<file path="config.mk">
export PLATFORM = sky130hd
export DESIGN_NAME = adp_aux_port
export DESIGN_NICKNAME = d
export VERILOG_FILES = /design/src/rtl/adp_pkg.sv /design/src/rtl/adp_ana_if.sv /design/src/rtl/adp_ana_sample.sv /design/src/rtl/adp_aux_port.sv
export SDC_FILE = /design/constraint.sdc
export NUM_CORES = 1
export LEC_CHECK = 0
export BUFFER_PORTS_ARGS = -buffer_cell sky130_fd_sc_hd__buf_2
export CORE_ASPECT_RATIO = 1.5
export CORE_MARGIN = 5
export CORE_UTILIZATION = 50
export CTS_CLUSTER_SIZE = 40
export DETAILED_ROUTE_END_ITERATION = 6
export PLACE_DENSITY = 0.81
export SLEW_MARGIN = 40
export SYNTH_ARGS = -nofsm -noshare
export SYNTH_HDL_FRONTEND = slang
export SYNTH_SLANG_ARGS = --single-unit
</file>
<file path="constraint.sdc">
create_clock -name clk_sys_in -period 2.7 [get_ports clk_sys_in]
set_input_delay 0.27 -clock clk_sys_in [delete_from_list [all_inputs] [get_ports clk_sys_in]]
set_output_delay 0.27 -clock clk_sys_in [all_outputs]
set_load 0.02 [all_outputs]
</file>
<file path="src/rtl/adp_pkg.sv">
/*
  Shared constants and register map of the accessory-port output
  and analog input block. Assumes a 32-bit Avalon-MM slave at 25 MHz.
*/
package adp_pkg;
  localparam int ADP_NOUT = 4;
  localparam int ADP_ADC_BITS = 12;
  // Byte offsets on the Avalon-MM bus.
  localparam logic [7:0] ADP_OFS_OUT = 8'h00;
  localparam logic [7:0] ADP_OFS_BIT = 8'h04;
  localparam logic [7:0] ADP_OFS_PRESET = 8'h08;
  localparam logic [7:0] ADP_OFS_PBIT = 8'h0C;
  localparam logic [7:0] ADP_OFS_CTRL = 8'h10;
  localparam logic [7:0] ADP_OFS_PIN = 8'h14;
  localparam logic [7:0] ADP_OFS_ANA_SEL = 8'h18;
  localparam logic [7:0] ADP_OFS_ANA_DATA = 8'h1C;
  // String write field: count in [10:8], characters in [3:0].
  localparam int ADP_LEN_LSB = 8;
  // Single-bit write field: index in [7:4], level in [1:0].
  localparam int ADP_IDX_LSB = 4;
  // Control register fields.
  localparam int ADP_CTRL_LED_MAN = 2;
  localparam int ADP_CTRL_SHUT_LSB = 8;
  localparam int ADP_CTRL_BRIGHT_LSB = 16;
  // Analog selector: channel in [4:0], high resolution in bit 8.
  localparam int ADP_SEL_HIRES = 8;
  localparam logic [4:0] ADP_CH_AUX = 5'h0A;
  localparam logic [4:0] ADP_CH_MOTOR = 5'h1C;
  localparam logic [3:0] ADP_PRESET_RST = 4'h0;
  localparam logic [31:0] ADP_UNMAPPED = 32'h0000_0000;
  localparam int ADP_ANA_WAIT = 2;
endpackage : adp_pkg

</file>
<file path="src/rtl/adp_ana_if.sv">
/*
  Carrier between the top and its analog sampler. Assumes one clock.
*/
`timescale 1ns/1ps
interface adp_ana_if;
  logic req;
  logic [4:0] chan;
  logic hires;
  logic ack;
  logic [31:0] value;
  modport top (output req, output chan, output hires,
               input ack, input value);
  modport smp (input req, input chan, input hires,
               output ack, output value);
endinterface : adp_ana_if

</file>
<file path="src/rtl/adp_ana_sample.sv">
/*
  Analog read sampler: picks a channel, scales it and answers after a
  fixed wait. Assumes converter words already synchronous to clk_sys_in.
*/
`timescale 1ns/1ps
module adp_ana_sample
  import adp_pkg::*;
#(
  parameter int BITS = ADP_ADC_BITS
) (
  input wire logic clk_sys_in,
  input wire logic srst_in,
  input wire logic [15:0] aux_adc_in,
  input wire logic [15:0] motor_volt_in,
  input wire logic [15:0] gen_adc_in,
  adp_ana_if.smp ana
);
  // The plain count needs ten converter bits; the fraction fits 16.
  if (BITS < 10 || BITS > 16) begin : g_bad_bits
    $error("adc width must be 10 to 16");
  end

  typedef struct packed {
    logic busy;
    logic [1:0] cnt;
    logic ack;
    logic [31:0] value;
  } adp_smp_t;

  adp_smp_t s_q, s_d;
  logic [15:0] raw;
  logic [9:0] plain;
  logic [6:0] frac;

  always_comb begin
    s_d = s_q;
    s_d.ack = 1'b0;
    case (ana.chan)
      ADP_CH_AUX: raw = aux_adc_in;
      default: raw = gen_adc_in;
    endcase
    plain = raw[BITS-1 -: 10];
    frac = 7'h00;
    if (BITS > 10) begin
      frac = 7'((32'(raw) & ((32'h1 << (BITS - 10)) - 32'h1)) * 32'd100
             >> (BITS - 10));
    end
    if (ana.req && !s_q.busy) begin
      s_d.busy = 1'b1;
      s_d.cnt = 2'(ADP_ANA_WAIT);
    end else if (s_q.busy) begin
      if (s_q.cnt == 2'h0) begin
        s_d.busy = 1'b0;
        s_d.ack = 1'b1;
        if (ana.chan == ADP_CH_MOTOR) begin
          s_d.value = {16'h0000, motor_volt_in};
        end else if (ana.hires && BITS > 10) begin
          s_d.value = {15'h0000, plain, frac};
        end else begin
          s_d.value = {22'h000000, plain};
        end
      end else begin
        s_d.cnt = s_q.cnt - 2'h1;
      end
    end
  end

  always_ff @(posedge clk_sys_in) begin
    if (srst_in) begin
      s_q <= '0;
    end else begin
      s_q <= s_d;
    end
  end

  assign ana.ack = s_q.ack;
  assign ana.value = s_q.value;

  a_ack_after_wait: assert property (@(posedge clk_sys_in)
    disable iff (srst_in)
    (ana.req && !s_q.busy) |-> ##4 s_q.ack)
    else $error("analog answer late");
  cv_motor: cover property (@(posedge clk_sys_in)
    s_q.ack && ana.chan == ADP_CH_MOTOR);
endmodule : adp_ana_sample

</file>
<file path="src/rtl/adp_aux_port.sv">
/*
  Accessory-port digital outputs with preset and analog read, behind an
  Avalon-MM slave with waitrequest. Assumes a master that holds its
  request until waitrequest is low, and a trigger unit on the same clock.
*/
// The placing of the registers and the Avalon-MM slave port were chosen for this implementation.
`timescale 1ns/1ps
module adp_aux_port
  import adp_pkg::*;
(
  // Clock and reset.
  input wire logic clk_sys_in,
  input wire logic srst_in,
  // Avalon-MM slave.
  input wire logic [7:0] avs_address_in,
  input wire logic avs_read_in,
  input wire logic avs_write_in,
  input wire logic [31:0] avs_writedata_in,
  output logic [31:0] avs_readdata_out,
  output logic avs_waitrequest_out,
  // Trigger unit, same clock.
  input wire logic [3:0] trig_own_in,
  input wire logic [3:0] trig_level_in,
  // Converter words.
  input wire logic [15:0] aux_adc_in,
  input wire logic [15:0] motor_volt_in,
  input wire logic [15:0] gen_adc_in,
  // Output pins.
  output logic pulse_led_output_out,
  output logic direction_output_out,
  output logic shutter_output_out,
  output logic trigger_output_out
);
  typedef enum logic [1:0] {
    ADP_IDLE = 2'b00,
    ADP_ANA = 2'b01,
    ADP_DONE = 2'b11
  } adp_state_t;

  typedef struct packed {
    adp_state_t st;
    logic [3:0] outreg;
    logic [3:0] preset;
    logic led_man;
    logic shut_sel;
    logic shut_lvl;
    logic [6:0] bright;
    logic [5:0] ana_sel;
    logic ana_req;
    logic [31:0] rdata;
    logic wait_n;
    logic [3:0] pins;
  } adp_top_t;

  adp_top_t r_q, r_d;
  adp_ana_if ana ();

  adp_ana_sample #(.BITS(ADP_ADC_BITS)) u_smp (
    .clk_sys_in(clk_sys_in),
    .srst_in(srst_in),
    .aux_adc_in(aux_adc_in),
    .motor_volt_in(motor_volt_in),
    .gen_adc_in(gen_adc_in),
    .ana(ana)
  );

  assign ana.req = r_q.ana_req;
  assign ana.chan = r_q.ana_sel[4:0];
  assign ana.hires = r_q.ana_sel[5];

  // Applies a string write of len characters over old.
  function automatic logic [3:0] str_merge(input logic [3:0] old,
      input logic [31:0] wd);
    logic [3:0] res;
    logic [2:0] len;
    res = old;
    len = wd[ADP_LEN_LSB +: 3];
    for (int i = 0; i < ADP_NOUT; i++) begin
      if (3'(i) < len) begin
        res[i] = wd[i];
      end
    end
    return res;
  endfunction : str_merge

  // Applies a single-bit write, refusing bad index or level.
  function automatic logic [3:0] bit_merge(input logic [3:0] old,
      input logic [31:0] wd);
    logic [3:0] res;
    logic [3:0] idx;
    logic [1:0] lvl;
    res = old;
    idx = wd[ADP_IDX_LSB +: 4];
    lvl = wd[1:0];
    if (idx < 4'(ADP_NOUT) && lvl < 2'h2) begin
      res[idx[1:0]] = lvl[0];
    end
    return res;
  endfunction : bit_merge

  logic wr_go;
  logic rd_go;
  logic [3:0] pins_d;

  always_comb begin
    r_d = r_q;
    r_d.ana_req = 1'b0;
    r_d.wait_n = 1'b0;
    wr_go = avs_write_in && r_q.st == ADP_IDLE;
    rd_go = avs_read_in && r_q.st == ADP_IDLE;
    case (r_q.st)
      ADP_IDLE: begin
        if (wr_go) begin
          r_d.st = ADP_DONE;
          r_d.wait_n = 1'b1;
          case (avs_address_in)
            ADP_OFS_OUT: r_d.outreg = str_merge(r_q.outreg,
                                                 avs_writedata_in);
            ADP_OFS_BIT: r_d.outreg = bit_merge(r_q.outreg,
                                                 avs_writedata_in);
            ADP_OFS_PRESET: r_d.preset = str_merge(r_q.preset,
                                                    avs_writedata_in);
            ADP_OFS_PBIT: r_d.preset = bit_merge(r_q.preset,
                                                  avs_writedata_in);
            ADP_OFS_CTRL: begin
              r_d.led_man = avs_writedata_in[ADP_CTRL_LED_MAN];
              r_d.shut_sel = avs_writedata_in[ADP_CTRL_SHUT_LSB];
              r_d.shut_lvl = avs_writedata_in[ADP_CTRL_SHUT_LSB + 1];
              r_d.bright = avs_writedata_in[ADP_CTRL_BRIGHT_LSB +: 7];
            end
            ADP_OFS_ANA_SEL: r_d.ana_sel = {avs_writedata_in[ADP_SEL_HIRES],
                                            avs_writedata_in[4:0]};
            default: r_d.wait_n = 1'b1;
          endcase
        end else if (rd_go) begin
          r_d.st = ADP_DONE;
          r_d.wait_n = 1'b1;
          case (avs_address_in)
            ADP_OFS_OUT: r_d.rdata = {28'h0000000, r_q.pins};
            ADP_OFS_BIT: r_d.rdata = {28'h0000000, r_q.outreg};
            ADP_OFS_PRESET: r_d.rdata = {28'h0000000, r_q.preset};
            ADP_OFS_PBIT: r_d.rdata = {28'h0000000, r_q.preset};
            ADP_OFS_CTRL: r_d.rdata = {9'h000, r_q.bright, 6'h00,
                                       r_q.shut_lvl, r_q.shut_sel, 5'h00,
                                       r_q.led_man, 2'h0};
            ADP_OFS_PIN: r_d.rdata = {31'h00000000,
                                      r_q.pins[r_q.ana_sel[1:0]]};
            ADP_OFS_ANA_SEL: r_d.rdata = {23'h000000, r_q.ana_sel[5],
                                          3'h0, r_q.ana_sel[4:0]};
            ADP_OFS_ANA_DATA: begin
              r_d.st = ADP_ANA;
              r_d.wait_n = 1'b0;
              r_d.ana_req = 1'b1;
            end
            default: r_d.rdata = ADP_UNMAPPED;
          endcase
        end
      end
      ADP_ANA: begin
        if (ana.ack) begin
          r_d.rdata = ana.value;
          r_d.wait_n = 1'b1;
          r_d.st = ADP_DONE;
        end
      end
      // A cycle back to idle after each answer stops a held request
      // from being taken twice.
      ADP_DONE: r_d.st = ADP_IDLE;
      default: r_d.st = ADP_IDLE;
    endcase

    pins_d = r_q.outreg;
    if (r_q.led_man) begin
      pins_d[0] = (r_q.bright == 7'h00);
    end
    if (r_q.shut_sel) begin
      pins_d[2] = r_q.shut_lvl;
    end
    // Trigger is applied last, so a claimed pin ignores every other source.
    // trigger owns pins.
    pins_d = (pins_d & ~trig_own_in) | (trig_level_in & trig_own_in);
    r_d.pins = pins_d;
  end

  always_ff @(posedge clk_sys_in) begin
    if (srst_in) begin
      r_q <= '0;
      r_q.outreg <= ADP_PRESET_RST;
      r_q.pins <= ADP_PRESET_RST;
      r_q.preset <= ADP_PRESET_RST;
      r_q.st <= ADP_IDLE;
    end else begin
      r_q <= r_d;
    end
  end

  assign pulse_led_output_out = r_q.pins[0];
  assign direction_output_out = r_q.pins[1];
  assign shutter_output_out = r_q.pins[2];
  assign trigger_output_out = r_q.pins[3];
  assign avs_readdata_out = r_q.rdata;
  assign avs_waitrequest_out = !r_q.wait_n;

  a_bit_write: assert property (@(posedge clk_sys_in)
    disable iff (srst_in)
    (wr_go && avs_address_in == ADP_OFS_BIT &&
     avs_writedata_in[7:4] < 4 && avs_writedata_in[1:0] < 2) |=>
    r_q.outreg[$past(avs_writedata_in[5:4])] == $past(avs_writedata_in[0]))
    else $error("single write missed");
  a_bad_index: assert property (@(posedge clk_sys_in)
    disable iff (srst_in)
    (wr_go && avs_address_in == ADP_OFS_BIT &&
     (avs_writedata_in[7:4] > 3 || avs_writedata_in[1])) |=>
    $stable(r_q.outreg))
    else $error("bad write changed outputs");
  a_short_string: assert property (@(posedge clk_sys_in)
    disable iff (srst_in)
    (wr_go && avs_address_in == ADP_OFS_OUT &&
     avs_writedata_in[10:8] == 3'd2) |=>
    (r_q.outreg[3:2] == $past(r_q.outreg[3:2]) &&
     r_q.outreg[1:0] == $past(avs_writedata_in[1:0])))
    else $error("short string wrong");
  a_string_first: assert property (@(posedge clk_sys_in)
    disable iff (srst_in)
    (wr_go && avs_address_in == ADP_OFS_OUT &&
     avs_writedata_in[10:8] != 3'd0) |=>
    r_q.outreg[0] == $past(avs_writedata_in[0]))
    else $error("first char not bit 0");
  a_led_manual: assert property (@(posedge clk_sys_in)
    disable iff (srst_in)
    (r_q.led_man && r_q.bright == 7'h00 && !trig_own_in[0]) |=>
    pulse_led_output_out)
    else $error("led not high at zero");
  a_led_dim: assert property (@(posedge clk_sys_in)
    disable iff (srst_in)
    (r_q.led_man && r_q.bright != 7'h00 && !trig_own_in[0]) |=>
    !pulse_led_output_out)
    else $error("led not low above zero");
  a_trig_owns: assert property (@(posedge clk_sys_in)
    disable iff (srst_in)
    trig_own_in[3] |=> trigger_output_out == $past(trig_level_in[3]))
    else $error("trigger not owning pin");
  a_shutter_ctl: assert property (@(posedge clk_sys_in)
    disable iff (srst_in)
    (r_q.shut_sel && !trig_own_in[2]) |=>
    shutter_output_out == $past(r_q.shut_lvl))
    else $error("shutter control ignored");
  a_reset_preset: assert property (@(posedge clk_sys_in)
    srst_in |=> r_q.pins == ADP_PRESET_RST)
    else $error("preset not applied");
  a_preset_bit: assert property (@(posedge clk_sys_in)
    disable iff (srst_in)
    (wr_go && avs_address_in == ADP_OFS_PBIT &&
     avs_writedata_in[7:4] < 4 && avs_writedata_in[1:0] < 2) |=>
    r_q.preset[$past(avs_writedata_in[5:4])] == $past(avs_writedata_in[0]))
    else $error("preset write missed");
  a_read_all: assert property (@(posedge clk_sys_in)
    disable iff (srst_in)
    (rd_go && avs_address_in == ADP_OFS_OUT) |=> !avs_waitrequest_out &&
    avs_readdata_out[3:0] == $past(r_q.pins))
    else $error("read of outputs wrong");
  a_read_preset: assert property (@(posedge clk_sys_in)
    disable iff (srst_in)
    (rd_go && avs_address_in == ADP_OFS_PRESET) |=>
    avs_readdata_out[3:0] == $past(r_q.preset))
    else $error("preset read wrong");
  a_motor_direct: assert property (@(posedge clk_sys_in)
    disable iff (srst_in)
    (r_q.st == ADP_ANA && ana.ack && ana.chan == ADP_CH_MOTOR) |=>
    avs_readdata_out == {16'h0000, $past(motor_volt_in, 2)})
    else $error("motor voltage not direct");
  a_ana_answer: assert property (@(posedge clk_sys_in)
    disable iff (srst_in)
    (rd_go && avs_address_in == ADP_OFS_ANA_DATA) |->
    ##[1:8] !avs_waitrequest_out)
    else $error("analog read hung");

  // Main scenarios for coverage.
  cv_string: cover property (@(posedge clk_sys_in)
    wr_go && avs_address_in == ADP_OFS_OUT);
  cv_bit: cover property (@(posedge clk_sys_in)
    wr_go && avs_address_in == ADP_OFS_BIT);
  cv_ana: cover property (@(posedge clk_sys_in)
    r_q.st == ADP_ANA && ana.ack);
endmodule : adp_aux_port

</file>
After elaboration in Yosys (flattened, before gate mapping)
Index checks and enable logic that the tools add are counted.

operators by class
  $add $sub $neg = 1
  multipliers = 1
  $lt $le $gt $ge = 9
  equal/unequal tests = 26
  mux-type cells = 37
  bitwise logic cells = 9
  reduce and logical (&&, ||, !) cells = 34

operators with widths
  kind                   number
  $pmux W32 S7           1
  $mux W33               3
  $pmux W33 S2           1
  $reduce_and A5 Y1      9
  $mux W36               1
  $mux W17               2
  $eq A8 B5 Y1 const B   4
  $mux W32               1
  $ne A2 B2 Y1 const B   13
  $eq A8 B4 Y1 const B   2
  $pmux W4 S2            2
  $mux W1                12
  $mux W12               1
  $mux W2                5
  $reduce_and A3 Y1      3
  $and A4 B4 Y4          2
  $bwmux W4              2
  $eq A8 B3 Y1 const B   1
  $logic_not A8 Y1       1
  $mux W4                2
  $reduce_bool A2 Y1     4
  $logic_not A7 Y1       1
  $mul A2 B5 Y7 const B  1
  $lt A1 B3 Y1 const A   2
  other kinds (25)       41

word-level totals
  bits in registers = 100
  bits of input ports = 100
  output and inout port bits = 37
  word-level logic and storage cells = 140

Longest topological paths before layout
Gate-level depths: netlist (run 1).

  word-level depth = 8
  depth in mapped cells = 9
  mapped depth without buffers = 8

By module
A second synthesis (run 1) with hierarchy kept.

second synthesis, totals
  cell total of the unflattened synthesis = 564
  area, all modules = 4992.3 um2

by module, submodules not included
  module          times used  cells each  area an instance (um2)  seq. area each (um2)
  adp_aux_port    1           373         3400.8                  1281.2
  adp_ana_sample  1           191         1591.5                  420.4

Least setup slack after synthesis (run 1)
OpenSTA, ideal clock, no wires.

  path kind = reg-to-reg
  from = register r_q, in the netlist ana.chan[2]
  to = register u_smp.s_q, in the netlist u_smp.ana.value[6]
  library setup time = 122 ps
  data arrival time = 1858 ps
  data required time = 2578 ps
  setup slack = 720 ps
  cell stages (with the launch flop) = 10
  path buffers = 1
  period minus slack after synthesis = 1980 ps
  path through = dfxtp_1 -> nor4b_1 -> clkbuf_1 -> a21boi_0 -> nor2_1 -> inv_1 -> ha_1 -> a2bb2oi_1 -> a211oi_1 -> nor3_1

between the ends
  word-level cells in the longest chain between the ends = 5
  elaborated cells on any way between the ends = 6
  those cells by class = mul (1); eq/ne (2); mux (3)

RTL lines
  element                 RTL line              source
  start, declared         adp_aux_port.sv:55    adp_top_t r_q, r_d;
  start signal, assigned  adp_aux_port.sv:193   r_q <= r_d;
  $eq A5 B4 Y1            adp_ana_sample.sv:38  case (ana.chan)
  $mux W12                adp_ana_sample.sv:38
  $mul A2 B5 Y7           adp_ana_sample.sv:45  frac = 7'((32'(raw) & ((32'h1 << (BITS - 10)) - 32'h1)) * 32'd100
  $mux W17                adp_ana_sample.sv:57  end else if (ana.hires && BITS > 10) begin
  $mux W17 *              adp_ana_sample.sv:55  if (ana.chan == ADP_CH_MOTOR) begin
  end signal, assigned    adp_ana_sample.sv:70  s_q <= '0;
  end signal, assigned    adp_ana_sample.sv:72  s_q <= s_d;
  end, declared           adp_ana_sample.sv:30  adp_smp_t s_q, s_d;

Every way passes the cells marked *; elsewhere a longest branch is shown, timed or not.
A chain may end at the register's enable or synchronous reset.

Final worst setup path (run 1)
  from = register r_q[62] in the netlist's numbering
  to = register r_q[46] in the netlist's numbering

between the ends
  word-level cells in the longest chain between the ends = 3

RTL lines
  element                               RTL line                                  source
  $logic_not A2 Y1 *                    adp_aux_port.sv:109, adp_aux_port.sv:111
  $logic_and A1 B1 Y1                   adp_aux_port.sv:109                       wr_go = avs_write_in && r_q.st == ADP_IDLE;
  $reduce_and A3 Y1 (no source line) *  -

Marks and branches as above.

==> results.txt, run 1 <==
Yosys top cell by area: dfxtp_1
Cts bufs inserted: 9
Final Setup Violations: 0
Count leader, synth: dfxtp_1
R2r setup slk: 0.55 ns
Hold WC Path Type: in2reg
Initial Util: 51.4%
Worst-path clk slew: 0.06 ns
Slew Viols, Final: 0
Max Freq: 465 MHz
Fin util: 59.9%
Max cap viols: 0
Sequential share of power: 44.8%
VDD IR max: 0.409 mV
Synth-to-Final Area Change: 16.6%
Hold_buf cts: 0
R2r worst-path depth: 5
Crit path time final: 2.15 ns
# nets final: 682
DR WL/cell: 17.5 um
Crit path DAT: 2.35 ns
Commonest cells in the netlist: dfxtp_1, nor2_1, buf_4, nand2_1, a21oi_1
Maximum root-to-sink buffer count: 2
HPWL after DPL: 9250 um
Routed vias/inst: 5.97
Worst-Margin Slew: 0.668 ns
Comb pwr share: 10.2%
CTS Sinks: 76
Die area: 10600 um2
RSZ-0062 raised after global routing: false
Final Hold Fails: 0
Initial antenna violation count: 0
Async set-or-reset flop fraction in the synthesized netlist: 0%
Number of enable flip-flop cells after synthesis: 0
Status: finished clean
Psw: 0.000659 W
PortBufs: 105
Syn Inst Count: 510
Pint: 0.00191 W
Slew margin rel.: 55.4%
Mapped Area: 4320 um2
RePlAce Congestion: 0.914
Antenna cells: 0
Number of global-route vias before repair: 3892
# IOs: 137
Synth Warn #: 0
Pwr dens: 510 nW/um2
Worst Path Required: 2.90 ns
Register area share after synthesis: 35.2%
Vias: 4131
CTS root buffer: clkbuf_16
Hold Crit Depth: 3
First-pass GRT wire length: 18700 um
Most area-consuming cells after synthesis: dfxtp_1, mux2i_1, buf_4
Crit. End Element: flip-flop
Max FO, Critical Path: 8
Netlist cell types: 63
Leakage power: 2.09 nW
Core region area: 8410 um2
Sw Ratio: 25.6%
Clk_skew: 0.00583 ns
Critical R2R Launch: r_q[62]
First drt pass iteration count: 5
Synth Register Bits: 76
Grt total ovfl: 0
Overall routing resource usage: 22.4%
H-tree depth: 3
Sum Neg Setup Slack: 0 ns
Total wire length: 12100 um
Worst hold start: trig_level_in[2]
Top-area cell type share of the netlist area: 35.2%
Worst setup SP type: flip-flop
Die W: 85.9 um
Final ANT Viol Nets: 0
Post-CTS Resized: 0
DRC Markers: 0
Reg2reg end: r_q[46]
Hold Path Sink: shutter_output_out
Initial drt markers: 270
Die height: 124 um
Final period util: 79.6%
Clk_lat worst skew: 0.34 ns
Avg Cell Area, Syn: 8.48 um2
Row cnt: 41
Ys flop type: dfxtp_1
WS Path Type: reg2reg
CTS tree: done
Clk pwr share: 45.0%
Largest net degree at the start of global routing: 56
Layout cell share with drive strength beyond 1: 27.0%
Post-CTS Repair Setup Buffers: 0
-- cell families after synthesis --
kind of cell    share of synthesized area [%]
buf+inv                                  10.4
flops                                    35.2
simple gates                             22.5
mux                                      10.1
fa+ha+maj                               0.579
other cells                            0.0867
compound gates                           21.1
-- per-stage QoR --
| step | cells | setup slack, ns | power [W] | cell area (um2) | hold slack, ns |
|---|---|---|---|---|---|
| after floorplan | 518 | 0.720 | 0.00134 | 4350 | 0.347 |
| after global placement | 676 | 0.387 | 0.00143 | 4750 | 0.436 |
| after detailed placement | 676 | 0.290 | 0.00143 | 4750 | 0.448 |
| after CTS | 692 | 0.548 | 0.00257 | 5040 | 0.172 |
| after global routing | 692 | 0.480 | 0.00265 | 5040 | 0.199 |
| final | 692 | 0.550 | 0.00257 | 5040 | 0.171 |
-- layout make-up --
type | instances | area (um2)
multi-input combinational | 357 | 2400
timing repair buffer | 119 | 631
fill | 778 | 3370
inverter | 17 | 63.8
clock inverter | 5 | 35.0
sequential | 76 | 1520
tap | 107 | 134
clock buffer | 11 | 253
-- metal layers --
layer	vias up	global-route usage (%)	wire, um
li1	1994	-	-
met1	1937	24.8	4580
met2	163	40.0	6370
met3	37	4.37	747
met4	0	11.7	417
met5	-	0	0
-- critical path, stage by stage, from the launching register on --
cell and delay [ns]:
dfxtp_1 0.36, or3b_2 0.60, nor4_2 0.45, buf_4 0.30
mux2i_1 0.24, nor2_1 0.07
-- cell usage in the layout, fill, tap and decap left out, types with 4 or more instances in the layout --
cell	n
buf_2	105
dfxtp_1	76
nand2_1	33
nor2_1	33
a21oi_1	30
mux2i_1	29
o21ai_0	20
nand3_1	18
nor3_1	18
inv_1	17
and3_1	17
buf_4	14
o211ai_1	12
a31oi_1	12
o21ai_1	9
conb_1	9
clkbuf_16	9
a311oi_1	8
a22oi_1	7
o31ai_1	6
a21boi_1	6
a211oi_1	6
or3_1	5
mux4_2	5
nor2b_1	5
nand3b_1	4
nor4b_1	4
nor4_1	4
-- power by group through the flow --
stage | combinational [W] | sequential [W] | clock [W]
detailed placement | 0.000258 | 0.00117 | 0
global route | 0.000283 | 0.00115 | 0.00121
finish | 0.000262 | 0.00115 | 0.00116
global placement | 0.000252 | 0.00117 | 0
floorplan | 0.000163 | 0.00117 | 0
CTS | 0.000259 | 0.00115 | 0.00116
-- how the worst max path moves through the flow --
stage	startpoint	to	slack, ns	depth (start not counted)
floorplan	ana.chan[2]	u_smp.ana.value[6]	0.72	9
global placement	avs_address_in[4]	r_q[44]	0.39	6
detailed placement	avs_address_in[4]	r_q[46]	0.29	6
CTS	r_q[62]	r_q[46]	0.55	5
global route	r_q[62]	r_q[46]	0.48	5
finish	r_q[62]	r_q[46]	0.55	5
-- flip-flops by register name, indices dropped and copies added (netlist names), 3 cells and up --
name / flops
avs_readdata_out: 23
r_q: 21
u_smp.ana.value: 17
ana.chan: 5
u_smp.s_q: 3
(Power assumes the default switching activity.)
==> run 2: changes to the inputs <==
- CORE_UTILIZATION: 50 -> 47
- PLACE_DENSITY: 0.81 -> 0.79
- clock period: 2.7 -> 1.93 ns (I/O delays scaled with it)
==> results.txt, run 2 (synthesis results as in run 1) <==
Leakage power: 2.22 nW (was 2.09 nW)
Max reg flops: 23 (unchanged)
Final Hold Fails: 0 (unchanged)
VDD IR max: 0.447 mV (was 0.409 mV)
Die height: 127 um (was 124 um)
Pwr dens: 712 nW/um2 (was 510 nW/um2)
WS Path Type: reg2reg (unchanged)
Fin util: 57.8% (was 59.9%)
# nets final: 705 (was 682)
Layout cell share with drive strength beyond 1: 30.0% (was 27.0%)
Largest net degree at the start of global routing: 35 (was 56)
Worst path cell trace: or3b_2 > or4_1 > a21oi_2 > mux2i_1 (was or3b_2 > nor4_2 > buf_4 > mux2i_1 > nor2_1)
HPWL after DPL: 9660 um (was 9250 um)
H-tree depth: 3 (unchanged)
PortBufs: 105 (unchanged)
Post-CTS Repair Setup Buffers: 0 (unchanged)
Crit. End Element: flip-flop (unchanged)
DR WL/cell: 17.5 um (about the same)
Initial antenna violation count: 0 (unchanged)
CTS Sinks: 76 (unchanged)
Grt total ovfl: 0 (unchanged)
Number of global-route vias before repair: 4182 (was 3892)
Clk_lat worst skew: 0.33 ns (was 0.34 ns)
Clk_skew: 0.00545 ns (was 0.00583 ns)
Worst Path Required: 2.19 ns (was 2.90 ns)
RePlAce Congestion: 0.864 (was 0.914)
Max cap viols: 0 (unchanged)
Total wire length: 12600 um (was 12100 um)
Antenna cells: 0 (unchanged)
Maximum root-to-sink buffer count: 2 (unchanged)
Synth-to-Final Area Change: 22.3% (was 16.6%)
Most frequent cells in the layout: buf_2, dfxtp_1, buf_4 (was buf_2, dfxtp_1, nand2_1, nor2_1, a21oi_1)
Worst-Margin Slew: 0.559 ns (was 0.668 ns)
Crit path time final: 1.89 ns (was 2.15 ns)
Worst-path clk slew: 0.06 ns (about the same)
# IOs: 137 (unchanged)
Most common cell after layout, fill and taps aside: buf_2 (unchanged)
DRC Markers: 0 (unchanged)
CTS root buffer: clkbuf_16 (unchanged)
Area of the multi-input gates: 2430 um2 (was 2400 um2)
Vias: 4221 (was 4131)
Hold WC Path Type: in2reg (unchanged)
Fill cells: 843 (was 778)
Final period util: 98.1% (was 79.6%)
Initial Util: 47.3% (was 51.4%)
First drt pass iteration count: 5 (unchanged)
Overall routing resource usage: 22.0% (was 22.4%)
Hold Worst Slack: 0.0940 ns (was 0.171 ns)
Slew Viols, Final: 0 (unchanged)
Crit path DAT: 2.15 ns (was 2.35 ns)
Routed vias/inst: 5.87 (was 5.97)
Final Setup Violations: 0 (unchanged)
Max incr delay on CP: 0.59 ns (was 0.60 ns)
Core region area: 9150 um2 (was 8410 um2)
Row cnt: 43 (was 41)
Slowest cell on crit path: or3b_2 (unchanged)
Status: finished clean (unchanged)
Worst setup SP type: flip-flop (unchanged)
First-pass GRT wire length: 19600 um (was 18700 um)
CTS tree: done (unchanged)
Slew margin rel.: 62.2% (was 55.4%)
Die area: 11300 um2 (was 10600 um2)
Max Freq: 528 MHz (was 465 MHz)
Critical path buffers and inverters: 0 (was 1)
Die W: 88.3 um (was 85.9 um)
Max FO, Critical Path: 5 (was 8)
Final ANT Viol Nets: 0 (unchanged)
Largest delay share family, worst path: simple AND/OR/NAND/NOR gates (unchanged)
Reg area: 1520 um2 (unchanged)
Cts bufs inserted: 9 (unchanged)
Initial drt markers: 329 (was 270)
[run 2: cell count changes in the layout (fill, tap and decap cells not counted)]
cell | before | now
buf_12 | 0 | 1
buf_4 | 14 | 36
bufinv_16 | 0 | 2
clkbuf_8 | 2 | 0
clkinv_2 | 2 | 1
clkinv_4 | 1 | 2
inv_6 | 1 | 0
nor2_1 | 33 | 34
nor2_2 | 1 | 0
nor4_1 | 4 | 2
nor4_2 | 1 | 3
nor4b_1 | 4 | 3
nor4b_4 | 0 | 1
[run 2: layout make-up]
class                   count  share of cell area, %
well taps                 112                   2.65
inverters                  17                   1.21
clock buffers               9                   4.26
flip-flops and latches     76                   28.8
clock inverters             6                   1.70
multi-input cells         357                   46.0
repair buffers            142                   15.4
[run 2: worst register-to-register path: cells and delay by family (launching register included)]
family,cells,cell delay (ns)
compound gates,1,0.18
flops,1,0.33
mux,1,0.20
simple gates,2,1.11
[run 2: per-stage QoR]
step	cell area, um2	instances	setup WS (ns)	power (W)	TNS [ns]
after floorplan	4350	518	0.0207	0.00187	0
after global placement	4940	704	0.0160	0.00202	0
after detailed placement	4940	704	-0.0439	0.00203	-0.0761
after CTS	5260	719	0.0470	0.00378	0
after global routing	5290	719	-0.0267	0.00389	-0.0621
final	5290	719	0.0371	0.00377	0
[run 2: worst paths after layout]
path / to / from / slack [ns] / cells past startpoint
max: r_q[54] / r_q[62] / 0.04 / 4
min: shutter_output_out / trig_level_in[2] / 0.09 / 3
max reg2reg: r_q[54] / r_q[62] / 0.04 / 4
min reg2reg: avs_readdata_out[6] / u_smp.ana.value[6] / 0.45 / 2
[run 2: metal layers]
layer,up-vias,share of wire (%),track usage (%)
met3,50,6.2,3.68
met2,166,51,38.3
li1,2033,-,-
met1,1972,38,24.3
met5,-,0,0
met4,0,4.6,12.9
[run 2: report_power, final]
| part | internal [W] | switching [W] |
|---|---|---|
| Sequential | 0.00159 | 0.0000165 |
| Combinational | 0.000159 | 0.000237 |
| Clock | 0.00113 | 0.000637 |
[run 2: what timing repair did]
item,4_1_cts,5_1_grt
gates resized for setup,0,4
hold buffers,0,0
endpoints found under the setup margin,0,7
